--- src/common/lpc_defines.svh ---
// Constants and register map of the panel control timing block
`ifndef LPC_DEFINES_SVH
`define LPC_DEFINES_SVH
`define LPC_CTRL_ADDR   12'h000
`define LPC_STAT_ADDR   12'h004
`define LPC_CTRL_MSB    8
`define LPC_CTRL_RST    9'h000
`define LPC_STAT_HCNT   16
`define LPC_HCNT_MAX    12'hfff
`define LPC_HS_LEAD     12'd2
`define LPC_LL_AT_N     12'd1031
`define LPC_LL_AT_W     12'd1285
`define LPC_LL_W_N      12'd8
`define LPC_LL_W_W      12'd10
`define LPC_LL_SHORT_NS 120
`define LPC_LL_LONG_N_NS 250
`define LPC_LL_LONG_W_NS 500
`define LPC_GE_AT_N     12'd904
`define LPC_GE_AT_W     12'd1147
`define LPC_GE_W_N      12'd159
`define LPC_GE_W_W      12'd180
`define LPC_GE_T1_N_NS  2400
`define LPC_GE_T2_N_NS  2900
`define LPC_GE_T3_N_NS  3400
`define LPC_GE_T1_W_NS  2100
`define LPC_GE_T2_W_NS  2600
`define LPC_GE_T3_W_NS  3100
`define LPC_SC_AT_N     12'd1031
`define LPC_SC_AT_W     12'd1283
`define LPC_SC_W_N      12'd684
`define LPC_SC_W_W      12'd724
`define LPC_RS_AT_N     12'd368
`define LPC_RS_AT_W     12'd565
`define LPC_REV1_AT_N   12'd390
`define LPC_REV2_AT_N   12'd371
`define LPC_REV_AT_W    12'd567
`define LPC_BLANK_TICKS 12'd2000
`define LPC_FAIL_ZONE   12'd1050
`define LPC_RO_1H_MASK  8'h49
`define LPC_RO_LL_LONG  8'he4
`define LPC_RO_GE2      3'd3
`define LPC_RO_GE3      3'd6
`define LPC_SKEW_BASE   3'd1
`define LPC_CLK_HIGH    3'd3
`define LPC_PH_MAX      3'd7
`endif

--- src/common/lpc_pkg.sv ---
// Types shared by the panel control timing block
package lpc_pkg;
    typedef struct packed {
        logic       failOn;
        logic [2:0] skew;
        logic       ditherSelect;
        logic [2:0] reversalOption;
        logic       wide;
    } lpc_cfg_t;
    typedef struct packed {
        logic horizStartPulse;
        logic lineLatchPulse;
        logic gateEnable;
        logic rowShiftClock;
        logic rowStartPulse;
        logic polarityReversal;
    } lpc_ctrl_out_t;
    typedef enum logic {
        LN_ACTIVE = 1'b0,
        LN_BLANK  = 1'b1
    } lpc_line_t;
endpackage : lpc_pkg

--- src/hw/lpc_timing.sv ---
// Panel control pulse generator with APB configuration
//
// Decided for this implementation: the placing of the registers and register access over APB.
`timescale 1ns/10ps
`include "lpc_defines.svh"
module lpc_timing (
    input  wire logic                  core_clk,          // Core clock
    input  wire logic                  rst,               // Sync reset
    input  wire logic                  systemResetN,      // Reset pin
    input  wire logic                  pixelClock,        // Link pixel clock
    input  wire logic                  dataEnable,        // Data enable
    input  wire logic [23:0]           rgbIn,             // R,G,B bytes
    input  wire logic                  psel,              // APB select
    input  wire logic                  penable,           // APB enable
    input  wire logic                  pwrite,            // APB write
    input  wire logic [11:0]           paddr,             // APB address
    input  wire logic [31:0]           pwdata,            // APB write data
    output logic [31:0]                prdata,            // APB read data
    output logic                       pready,            // APB ready
    output logic                       pslverr,           // APB error
    output lpc_pkg::lpc_ctrl_out_t     ctrlOut,           // Driver pulses
    output logic [17:0]                colourOut,         // 6-bit R,G,B
    output logic                       columnOutputClock  // Column clock
);
    // ****************************************
    // Input synchronisers
    // ****************************************
    logic [2:0]  pcSync_q;
    logic [1:0]  deSync_q;
    logic [1:0]  rstnSync_q;
    logic [23:0] rgbS1_q;
    logic [23:0] rgbS2_q;
    logic        sysRst;

    always_ff @(posedge core_clk) begin
        if (rst) begin
            pcSync_q   <= '0;
            deSync_q   <= '0;
            rstnSync_q <= '0;
            rgbS1_q    <= '0;
            rgbS2_q    <= '0;
        end else begin
            pcSync_q   <= {pcSync_q[1:0], pixelClock};
            deSync_q   <= {deSync_q[0], dataEnable};
            rstnSync_q <= {rstnSync_q[0], systemResetN};
            rgbS1_q    <= rgbIn;
            rgbS2_q    <= rgbS1_q;
        end
    end

    assign sysRst = rst | ~rstnSync_q[1];

    // ****************************************
    // Pixel tick and capture
    // ****************************************
    logic        pixTick_q;
    logic        deCap_q;
    logic [23:0] rgbCap_q;

    // Data and clock share sync depth, so edge sampling stays aligned
    always_ff @(posedge core_clk) begin
        if (sysRst) begin
            pixTick_q <= 1'b0;
            deCap_q   <= 1'b0;
            rgbCap_q  <= '0;
        end else begin
            pixTick_q <= pcSync_q[1] & ~pcSync_q[2];
            if (pcSync_q[1] & ~pcSync_q[2]) begin
                deCap_q  <= deSync_q[1];
                rgbCap_q <= rgbS2_q;
            end
        end
    end

    // ****************************************
    // Configuration decode
    // ****************************************
    localparam logic [7:0]  OneHMask = `LPC_RO_1H_MASK;
    localparam logic [7:0]  LlLongMask = `LPC_RO_LL_LONG;
    localparam logic [11:0] LlLongN = 12'((`LPC_LL_W_N * `LPC_LL_LONG_N_NS
        + `LPC_LL_SHORT_NS - 1) / `LPC_LL_SHORT_NS);
    localparam logic [11:0] LlLongW = 12'((`LPC_LL_W_W * `LPC_LL_LONG_W_NS
        + `LPC_LL_SHORT_NS - 1) / `LPC_LL_SHORT_NS);
    localparam logic [11:0] Ge2N = 12'((`LPC_GE_W_N * `LPC_GE_T2_N_NS
        + `LPC_GE_T1_N_NS - 1) / `LPC_GE_T1_N_NS);
    localparam logic [11:0] Ge3N = 12'((`LPC_GE_W_N * `LPC_GE_T3_N_NS
        + `LPC_GE_T1_N_NS - 1) / `LPC_GE_T1_N_NS);
    localparam logic [11:0] Ge2W = 12'((`LPC_GE_W_W * `LPC_GE_T2_W_NS
        + `LPC_GE_T1_W_NS - 1) / `LPC_GE_T1_W_NS);
    localparam logic [11:0] Ge3W = 12'((`LPC_GE_W_W * `LPC_GE_T3_W_NS
        + `LPC_GE_T1_W_NS - 1) / `LPC_GE_T1_W_NS);

    logic [`LPC_CTRL_MSB:0] ctrl_q;
    lpc_pkg::lpc_cfg_t      cfg;
    logic                   single;
    logic                   llLong;
    logic [11:0]            pAt [3];
    logic [11:0]            pW [3];
    logic [11:0]            rowAt;
    logic [11:0]            revAt;

    assign cfg    = ctrl_q;
    assign single = OneHMask[cfg.reversalOption];
    assign llLong = LlLongMask[cfg.reversalOption];

    always_comb begin
        pAt[0] = cfg.wide ? `LPC_LL_AT_W : `LPC_LL_AT_N;
        pAt[1] = cfg.wide ? `LPC_GE_AT_W : `LPC_GE_AT_N;
        pAt[2] = cfg.wide ? `LPC_SC_AT_W : `LPC_SC_AT_N;
        rowAt  = cfg.wide ? `LPC_RS_AT_W : `LPC_RS_AT_N;
        if (cfg.wide) begin
            revAt = `LPC_REV_AT_W;
        end else begin
            revAt = single ? `LPC_REV1_AT_N : `LPC_REV2_AT_N;
        end
        if (llLong) begin
            pW[0] = cfg.wide ? LlLongW : LlLongN;
        end else begin
            pW[0] = cfg.wide ? `LPC_LL_W_W : `LPC_LL_W_N;
        end
        if (cfg.reversalOption >= `LPC_RO_GE3) begin
            pW[1] = cfg.wide ? Ge3W : Ge3N;
        end else if (cfg.reversalOption >= `LPC_RO_GE2) begin
            pW[1] = cfg.wide ? Ge2W : Ge2N;
        end else begin
            pW[1] = cfg.wide ? `LPC_GE_W_W : `LPC_GE_W_N;
        end
        pW[2] = cfg.wide ? `LPC_SC_W_W : `LPC_SC_W_N;
    end

    // ****************************************
    // Line tracking
    // ****************************************
    logic               dePrev_q;
    logic [11:0]        hCnt_q;
    logic [11:0]        lowCnt_q;
    lpc_pkg::lpc_line_t lineSt_q;
    logic               deRise;
    logic               failZone;
    logic               start;
    logic [11:0]        hNext;

    assign deRise   = deCap_q & ~dePrev_q;
    // Stray enable edges in the first 1050 ticks of a line are dropped only when enabled
    assign failZone = cfg.failOn && lineSt_q == lpc_pkg::LN_ACTIVE
                      && hCnt_q < `LPC_FAIL_ZONE;
    assign start    = pixTick_q & deRise & ~failZone;
    assign hNext    = start ? '0 :
                      (hCnt_q == `LPC_HCNT_MAX) ? hCnt_q : hCnt_q + 12'd1;

    always_ff @(posedge core_clk) begin
        if (sysRst) begin
            dePrev_q <= 1'b0;
            hCnt_q   <= `LPC_HCNT_MAX;
            lowCnt_q <= '0;
            lineSt_q <= lpc_pkg::LN_BLANK;
        end else if (pixTick_q) begin
            dePrev_q <= deCap_q;
            hCnt_q   <= hNext;
            if (deCap_q) begin
                lowCnt_q <= '0;
            end else if (lowCnt_q != `LPC_HCNT_MAX) begin
                lowCnt_q <= lowCnt_q + 12'd1;
            end
            if (start) begin
                lineSt_q <= lpc_pkg::LN_ACTIVE;
            end else if (lowCnt_q >= `LPC_BLANK_TICKS) begin
                lineSt_q <= lpc_pkg::LN_BLANK;
            end
        end
    end

    // ****************************************
    // Start, row start and polarity
    // ****************************************
    logic horizStart_q;
    logic rowArm_q;
    logic rowStart_q;
    logic lineOdd_q;
    logic frameOdd_q;
    logic polarity_q;

    always_ff @(posedge core_clk) begin
        if (sysRst) begin
            horizStart_q <= 1'b0;
        end else if (pixTick_q) begin
            horizStart_q <= start;
        end
    end

    always_ff @(posedge core_clk) begin
        if (sysRst) begin
            rowArm_q   <= 1'b0;
            rowStart_q <= 1'b0;
            frameOdd_q <= 1'b0;
        end else if (pixTick_q) begin
            if (start && lineSt_q == lpc_pkg::LN_BLANK) begin
                rowArm_q   <= 1'b1;
                frameOdd_q <= ~frameOdd_q;
            end else if (hNext == rowAt) begin
                rowArm_q <= 1'b0;
            end
            // Same point of the next line ends it: one line high
            if (hNext == rowAt) begin
                rowStart_q <= rowArm_q;
            end
        end
    end

    always_ff @(posedge core_clk) begin
        if (sysRst) begin
            lineOdd_q  <= 1'b0;
            polarity_q <= 1'b0;
        end else if (pixTick_q) begin
            if (start) begin
                lineOdd_q <= ~lineOdd_q;
            end
            if (hNext == revAt && (single || lineOdd_q)) begin
                polarity_q <= ~polarity_q;
            end
        end
    end

    // ****************************************
    // Latch, gate enable and shift pulses
    // ****************************************
    logic [2:0]  pulse_q;
    logic [11:0] wCnt_q [3];
    logic [11:0] hiCnt_q [3];

    for (genvar i = 0; i < 3; i++) begin : g_pulse
        // Counted down, so a pulse may run past the next line start
        always_ff @(posedge core_clk) begin
            if (sysRst) begin
                pulse_q[i] <= 1'b0;
                wCnt_q[i]  <= '0;
            end else if (pixTick_q) begin
                if (hNext == pAt[i]) begin
                    pulse_q[i] <= 1'b1;
                    wCnt_q[i]  <= pW[i] - 12'd1;
                end else if (pulse_q[i]) begin
                    if (wCnt_q[i] == '0) begin
                        pulse_q[i] <= 1'b0;
                    end else begin
                        wCnt_q[i] <= wCnt_q[i] - 12'd1;
                    end
                end
            end
        end
        always_ff @(posedge core_clk) begin
            if (sysRst) begin
                hiCnt_q[i] <= '0;
            end else if (pixTick_q) begin
                hiCnt_q[i] <= pulse_q[i] ? hiCnt_q[i] + 12'd1 : '0;
            end
        end
    end

    assign ctrlOut = '{horizStartPulse:  horizStart_q,
                       lineLatchPulse:   pulse_q[0],
                       gateEnable:       pulse_q[1],
                       rowShiftClock:    pulse_q[2],
                       rowStartPulse:    rowStart_q,
                       polarityReversal: polarity_q};

    // ****************************************
    // Colour path
    // ****************************************
    logic [17:0] reduced;
    logic [17:0] s1_q;
    logic [17:0] s2_q;
    logic [17:0] colour_q;
    logic [2:0]  valid_q;
    logic        pixOdd_q;
    logic [1:0]  thr;

    assign thr = {lineOdd_q ^ frameOdd_q, pixOdd_q};

    for (genvar ch = 0; ch < 3; ch++) begin : g_dither
        logic [7:0] c;
        logic       inc;
        assign c   = rgbCap_q[ch*8 +: 8];
        assign inc = (c[1:0] > thr) && (c[7:2] != 6'h3f);
        // Select high: six-bit input on the upper lanes, no dithering
        assign reduced[ch*6 +: 6] = cfg.ditherSelect ? c[7:2] :
                                    6'(c[7:2] + {5'h00, inc});
    end

    // Three stages put the first word two ticks after the start pulse
    always_ff @(posedge core_clk) begin
        if (sysRst) begin
            s1_q     <= '0;
            s2_q     <= '0;
            colour_q <= '0;
            valid_q  <= '0;
            pixOdd_q <= 1'b0;
        end else if (pixTick_q) begin
            s1_q     <= reduced;
            s2_q     <= s1_q;
            colour_q <= s2_q;
            valid_q  <= {valid_q[1:0], deCap_q};
            pixOdd_q <= ~pixOdd_q;
        end
    end

    assign colourOut = colour_q;

    // ****************************************
    // Column output clock
    // ****************************************
    logic [2:0] ph_q;
    logic [2:0] phNext;
    logic [2:0] riseAt;
    logic       colClk_q;

    assign phNext = pixTick_q ? '0 :
                    (ph_q == `LPC_PH_MAX) ? ph_q : ph_q + 3'd1;
    // Limitation: needs eight core cycles per pixel for all skew codes
    assign riseAt = cfg.skew[2] ? {1'b0, cfg.skew[1:0]} :
                    {1'b0, cfg.skew[1:0]} + `LPC_SKEW_BASE;

    always_ff @(posedge core_clk) begin
        if (sysRst) begin
            ph_q     <= '0;
            colClk_q <= 1'b0;
        end else begin
            ph_q <= phNext;
            if (phNext == riseAt) begin
                colClk_q <= 1'b1;
            end else if (phNext == riseAt + `LPC_CLK_HIGH) begin
                colClk_q <= 1'b0;
            end
        end
    end

    assign columnOutputClock = colClk_q;

    // ****************************************
    // APB slave
    // ****************************************
    logic [31:0] prdata_q;
    logic        pready_q;
    logic        pslverr_q;
    logic [31:0] status;
    logic        setup;

    assign setup  = psel & ~penable;
    assign status = {4'h0, hCnt_q, 12'h000, frameOdd_q, rowStart_q,
                     polarity_q, lineSt_q};

    always_ff @(posedge core_clk) begin
        if (sysRst) begin
            ctrl_q <= `LPC_CTRL_RST;
        end else if (psel && penable && pready_q && pwrite
                     && paddr == `LPC_CTRL_ADDR) begin
            ctrl_q <= pwdata[`LPC_CTRL_MSB:0];
        end
    end

    always_ff @(posedge core_clk) begin
        if (sysRst) begin
            prdata_q  <= '0;
            pready_q  <= 1'b0;
            pslverr_q <= 1'b0;
        end else begin
            pready_q <= setup;
            if (setup) begin
                pslverr_q <= paddr != `LPC_CTRL_ADDR
                             && paddr != `LPC_STAT_ADDR;
                if (pwrite) begin
                    prdata_q <= '0;
                end else if (paddr == `LPC_CTRL_ADDR) begin
                    prdata_q <= 32'(ctrl_q);
                end else if (paddr == `LPC_STAT_ADDR) begin
                    prdata_q <= status;
                end else begin
                    prdata_q <= '0;
                end
            end
        end
    end

    assign prdata  = prdata_q;
    assign pready  = pready_q;
    assign pslverr = pslverr_q;
endmodule : lpc_timing

--- config.mk ---
export PLATFORM = sky130hd
export DESIGN_NAME = lpc_timing
export DESIGN_NICKNAME = d
export VERILOG_FILES = /design/src/common/lpc_pkg.sv /design/src/hw/lpc_timing.sv
export VERILOG_INCLUDE_DIRS = /design/src /design/src/common
export SDC_FILE = /design/constraint.sdc
export NUM_CORES = 1
export LEC_CHECK = 0
export BUFFER_PORTS_ARGS = -buffer_cell sky130_fd_sc_hd__buf_4
export CELL_PAD_IN_SITES_DETAIL_PLACEMENT = 1
export CELL_PAD_IN_SITES_GLOBAL_PLACEMENT = 2
export CORE_ASPECT_RATIO = 1.1
export CORE_MARGIN = 2
export CORE_UTILIZATION = 38
export CTS_BUF_LIST = sky130_fd_sc_hd__clkbuf_2 sky130_fd_sc_hd__clkbuf_4 sky130_fd_sc_hd__clkbuf_8
export DETAILED_ROUTE_END_ITERATION = 8
export HOLD_SLACK_MARGIN = 0.05
export PLACE_DENSITY_LB_ADDON = 0.1
export SETUP_SLACK_MARGIN = 0.5
export SLEW_MARGIN = 20
export SYNTH_ARGS = -nofsm -noshare
export SYNTH_HDL_FRONTEND = slang
export SYNTH_SLANG_ARGS = --single-unit
--- constraint.sdc ---
create_clock -name core_clk -period 4.55 [get_ports core_clk]
set_input_delay 0.6825 -clock core_clk [delete_from_list [all_inputs] [get_ports core_clk]]
set_output_delay 0.6825 -clock core_clk [all_outputs]
set_load 0.02 [all_outputs]
# [Word-level counts from Yosys, hierarchy flattened]
# Memory sizes are Yosys's and may differ from the RTL's. A register that Yosys moved wholly into a read port is not among the register bits.
# Cells that the tools add are included.
# W data, S select, Z words.
[op_classes] bitwise_logic=23 muxes=81 n_eq_ne=15 addsub=14 n_reduce_logical=29 magnitude_cmp=8
[op_table] op="$mux W12" count=10
[op_table] op="$mux W28" count=3
[op_table] op="$sub A12 B1 Y12 const B" count=5
[op_table] op="$logic_not A12 Y1" count=4
[op_table] op="$mux W1" count=43
[op_table] op="$eq A12 B11 Y1" count=3
[op_table] op="$mux W6" count=6
[op_table] op="$mux W9" count=4
[op_table] op="$add A12 B1 Y12 const B" count=2
[op_table] op="$mux W3" count=7
[op_table] op="$mux W10" count=2
[op_table] op="$add A6 B1 Y6" count=3
[op_table] op="$ne A6 B6 Y1 const B" count=3
[op_table] op="$mux W7" count=2
[op_table] op="$reduce_and A2 Y1" count=7
[op_table] op="$eq A12 B10 Y1" count=1
[op_table] op="$eq A12 B12 Y1" count=1
[op_table] op="$eq A12 B12 Y1 const B" count=1
[op_table] op="$eq A12 B3 Y1 const B" count=1
[op_table] op="$ge A12 B11 Y1 const B" count=1
[op_table] op="$logic_and A1 B1 Y1" count=12
[op_table] op="$lt A12 B11 Y1 const B" count=1
[op_table] op="$ne A12 B12 Y1 const B" count=1
[op_table] op="$ne A12 B3 Y1 const B" count=1
[op_table] op="21 further kinds" count=46
[totals] mem_bits_ro=16 in_bits=76 ff_bits=218 mem_bits_rw=36 elab_cells=204 mem_count=3
[memory_table] name="wCnt_q" words=3 word_bits=12 read_ports=3 rd_ports_with_merged_regs=0 write_ports=3 line_no="lpc_timing.sv:228" rtl="logic [11:0] wCnt_q [3];"
[memory_table] name="(no name shown)" words=8 word_bits=1 read_ports=1 rd_ports_with_merged_regs=1 write_ports=0 line_no="lpc_timing.sv:104" rtl="assign llLong = LlLongMask[cfg.reversalOption];"
[memory_table] name="(no name shown)" words=8 word_bits=1 read_ports=1 rd_ports_with_merged_regs=1 write_ports=0 line_no="lpc_timing.sv:103" rtl="assign single = OneHMask[cfg.reversalOption];"

# [Longest topological paths before layout]
[depth] word_depth=13 depth_mapped=11

# [Least setup slack after synthesis]
# No wires, ideal clock.
[synth_timing] path_kind="reg-to-reg" from="reg hCnt_q[1]" to="mem wCnt_q[1][0], enable pin" path_slack_ns=0.903 stages_incl_launch_ff=11 arrival_ns=3.258 synth_period_minus_slack_ns=3.647 setup_time_ns=0.388 cell_sequence="dfxtp_1 -> ha_1 -> and4_1 -> buf_4 -> a31oi_2 -> or2_1 -> or4_4 -> a2111oi_4 -> nand2_2 -> buf_6 -> a31oi_1"
[synth_lines] element="from (decl)" line_no="lpc_timing.sv:135" rtl="logic [11:0] hCnt_q;"
[synth_lines] element="from (signal assigned)" line_no="lpc_timing.sv:154" rtl="hCnt_q <= `LPC_HCNT_MAX;"
[synth_lines] element="from (signal assigned)" line_no="lpc_timing.sv:159" rtl="hCnt_q <= hNext;"
[synth_lines] element="to (decl)" line_no="lpc_timing.sv:228"

==> results.yml <==
hold_path:
  hold-path-endpoint: "rgbS1_q[15]$_SDFF_PP0_"
  hold_path_class: "in -> reg"
  hold_path_depth: 2
  worst_hold_startpoint: "rgbIn[15]"
grt:
  grt_use_met2_pct: 35.10
  grt_first_pass_wirelength_um: 44500
  grtUsageMet1_pct: 20.61
  grt_use_met3_pct: 3.106
  track_usage_pct: 18.42
  initial_antenna_violation_count: 0
  grt_pass1_vias: 8845
  grt-busiest-layer: "met2"
  grt_max_degree: 120
  grt-ovfl-total: 0
clocking:
  number_of_clock_sinks: 245
  cts_post_setup_buffers_inserted: 0
  htree_levels: 2
  cts.repair.resized: 0
  cts.root.buffer_cell: "sky130_fd_sc_hd__clkbuf_8"
  num_cts_buffers: 43
  cts.clk_slew.worst_paths_ns: 0.06
  cts-hold-fix-buffers: 0
  max-clock-path-buffers: 3
  tritoncts: "done"
  insertion_delay_of_the_later_clocked_pin_in_the_worst_skew_pair_ns: 0.55
route:
  drt-pass1-iter-count: 6
  vias_per_cell: 5.175
  detail-route-antenna-nets: 0
  routed-via-count: 8564
  drt_drc_violations_left: 0
  wl_per_instance_um: 16.61
  detail_route.iter0.violations: 311
  drt_wl_total_um: 27490
logic_synthesis:
  synthesis.instances: 1165
  synth_top_flop_cell: "sky130_fd_sc_hd__dfxtp_1"
  synth-edff-count: 36
  synth_seq_cells: 245
  synth_cell_types: 77
  postSynthAreaPerCell_um2: 9.347
  postSynth.asyncResetShare_pct: 0
  yosysWarningCount: 0
  netlist_top_cells_area: "sky130_fd_sc_hd__dfxtp_1, sky130_fd_sc_hd__edfxtp_1, sky130_fd_sc_hd__mux2i_1"
  netlist_top_cells_count: "sky130_fd_sc_hd__dfxtp_1, sky130_fd_sc_hd__nor2_1, sky130_fd_sc_hd__nand2_1, sky130_fd_sc_hd__mux2i_1, sky130_fd_sc_hd__nor2b_1"
  synth_seq_area_share_pct: 48.35
  synthDominantCellAreaShare_pct: 38.42
  yosys.area.top_type: "sky130_fd_sc_hd__dfxtp_1"
  most_common_cell_in_the_synthesized_netlist: "sky130_fd_sc_hd__dfxtp_1"
  mapped_area_um2: 10890
power:
  power.internal_mw: 3.518
  p_total_mw: 4.552
  power.share.sequential_pct: 49.5
  largest_vdd_supply_drop_v: 0.0002031
  powerDensity_nw_per_um2: 354.3
  power.switching_fraction_pct: 22.72
  cellLeakagePower_nw: 4.806
  clkPwrFrac_pct: 46.0
  p_comb_share_pct: 4.5
  power_switching_mw: 1.034
timing:
  post-route-period-util_pct: 84.64
  slew_headroom_pct: 32.94
  worst_slew_pin_slew_ns: 1.006
  timing.hold.ws_ns: 0.3404
  final.min_clock_period_ns: 3.851
  drv_slew: 0
  max_freq_ghz: 0.2597
  post_route_setup_tns_ns: 0
  timing.clock.skew_ns: 0.01808
  hold_viol: 0
  setup-violations-final: 0
  setup_repair_after_global_routing_missed_its_margin: "no"
worst_setup_path:
  r2r_setup_slack_ns: 0.70
  crit_path_max_incr_delay_ns: 0.55
  worst_ep_arrival_time_ns: 4.09
  family_with_the_most_delay_on_the_worst_path: "simple AND/OR/NAND/NOR gates"
  cp-start-kind: "flip-flop"
  critPathSlowestCell: "sky130_fd_sc_hd__or4_4"
  critical_setup_path_class: "reg -> reg"
  worstPathBufferInverterCount: 1
  timing.rr.start: "hCnt_q[0]$_SDFFE_PP1P_"
  largest_driver_fanout_on_the_critical_path: 14
  timing.critical_path.required_ns: 4.78
  crit_path_cell_trace: "ha_1, and4_1, a31oi_2, or2_1, or4_4, a2111oi_4, nand2_2, a31oi_1, buf_4"
  reg2reg_depth: 9
  critical_path.reg2reg.endpoint: "wCnt_q[1][1]$_DFFE_PP_"
  end_kind: "flip-flop"
layout:
  final_core_utilization_pct: 45.14
  seqCellArea_um2: 5269
  design.final.nets: 1360
  antenna-diode-count: 0
  area_delta_synth_final_pct: 17.99
  multiInputGateArea_um2: 5176
  nFillCells: 3289
  proportion_of_layout_cells_with_a_drive_suffix_above_1_pct: 17.48
  fin_area_um2: 12850
placed_design:
  area_after_detailed_placement_um2: 11940
  finalWeightedCongestion: 0.8527
  place_hpwl_um: 19220
  place.port_buffers: 100
floorplanning:
  core_area_um2: 28460
  start_util_pct: 38.25
  dieHeight_um: 181.5
  design.die.area_um2: 30030
  width_of_the_chip_um: 165.4
  io_pins: 135
  row_count: 65
run:
  max-cap-violations: 0
outcome:
  outcome: "finished, final reports clean"
[per-stage QoR]
stage / setup slack (ns) / cells
after floorplan: 0.9032 / 1175
final: 0.6988 / 1655
after global routing: 0.5098 / 1655
after global placement: 0.7835 / 1579
after CTS: 0.6944 / 1655
after detailed placement: 0.7150 / 1579
[cell type report]
| type | count | share of cell area (%) |
|---|---|---|
| flip-flops and latches | 245 | 41.01 |
| clock inverters | 10 | 0.5259 |
| clock buffers | 66 | 6.583 |
| multi-input cells | 815 | 40.29 |
| inverters | 31 | 0.9056 |
| repair buffers | 120 | 7.109 |
| well taps | 368 | 3.584 |
[state kept, by name, indices dropped and copies added, names as in the netlist, 12 cells and up]
register / cells
wCnt_q: 36
rgbCap_q: 24
rgbS1_q: 24
rgbS2_q: 24
prdata: 21
colourOut: 18
s1_q: 18
s2_q: 18
hCnt_q: 12
lowCnt_q: 12
[how the worst max path moves through the flow]
stage | startpoint | end | slack [ns] | cells past startpoint
finish | hCnt_q[0]$_SDFFE_PP1P_ | wCnt_q[1][1]$_DFFE_PP_ | 0.70 | 9
CTS | hCnt_q[0]$_SDFFE_PP1P_ | wCnt_q[1][1]$_DFFE_PP_ | 0.69 | 9
global placement | hCnt_q[0]$_SDFFE_PP1P_ | wCnt_q[1][9]$_DFFE_PP_ | 0.78 | 9
detailed placement | hCnt_q[0]$_SDFFE_PP1P_ | wCnt_q[1][2]$_DFFE_PP_ | 0.71 | 9
floorplan | hCnt_q[1]$_SDFFE_PP1P_ | wCnt_q[1][0]$_DFFE_PP_ | 0.90 | 10
global route | hCnt_q[0]$_SDFFE_PP1P_ | wCnt_q[1][2]$_DFFE_PP_ | 0.51 | 9
[metal layers]
layer	up-vias	wire length, µm
li1	4228	-
met1	4149	11080
met2	137	14740
met3	50	963
met4	0	707
met5	-	0
[cell families after synthesis]
family	share of synthesized area, %
mux	6.503
compound gates	11.96
other cells	0.03444
flops	48.35
xor+xnor	4.734
simple gates	20.51
buf+inv	4.688
fa+ha+maj	3.217
[placed cells by master (no fill, tap or decap), types with 6 or more instances in the layout]
cell,count
sky130_fd_sc_hd__nand3_1,20
sky130_fd_sc_hd__mux2i_1,64
sky130_fd_sc_hd__dfxtp_1,208
sky130_fd_sc_hd__inv_1,30
sky130_fd_sc_hd__or3_1,10
sky130_fd_sc_hd__xor2_1,25
sky130_fd_sc_hd__a21oi_1,56
sky130_fd_sc_hd__o21ai_0,31
sky130_fd_sc_hd__clkbuf_4,10
sky130_fd_sc_hd__conb_1,11
sky130_fd_sc_hd__edfxtp_1,36
sky130_fd_sc_hd__clkinv_2,6
sky130_fd_sc_hd__o22ai_1,8
sky130_fd_sc_hd__nand2_1,108
sky130_fd_sc_hd__nor4_1,16
sky130_fd_sc_hd__nand4_1,14
sky130_fd_sc_hd__a22oi_1,17
sky130_fd_sc_hd__nor2_1,150
sky130_fd_sc_hd__nor2b_1,63
sky130_fd_sc_hd__a211oi_1,21
sky130_fd_sc_hd__ha_1,28
sky130_fd_sc_hd__nor3_1,21
sky130_fd_sc_hd__and3_1,8
sky130_fd_sc_hd__o31ai_1,7
sky130_fd_sc_hd__xnor2_1,32
sky130_fd_sc_hd__a31oi_1,9
sky130_fd_sc_hd__nand2b_1,6
sky130_fd_sc_hd__buf_4,119
sky130_fd_sc_hd__clkbuf_8,56
[power groups by stage]
stage          logic [mW]  registers, mW  clock network (mW)
3_3_place_gp        0.207           2.30                   0
4_1_cts             0.211           2.25                2.17
5_1_grt             0.232           2.25                2.27
3_5_place_dp        0.209           2.30                   0
2_1_floorplan       0.144           2.29                   0
6_report            0.207           2.25                2.09
(Power assumes the default switching activity.)
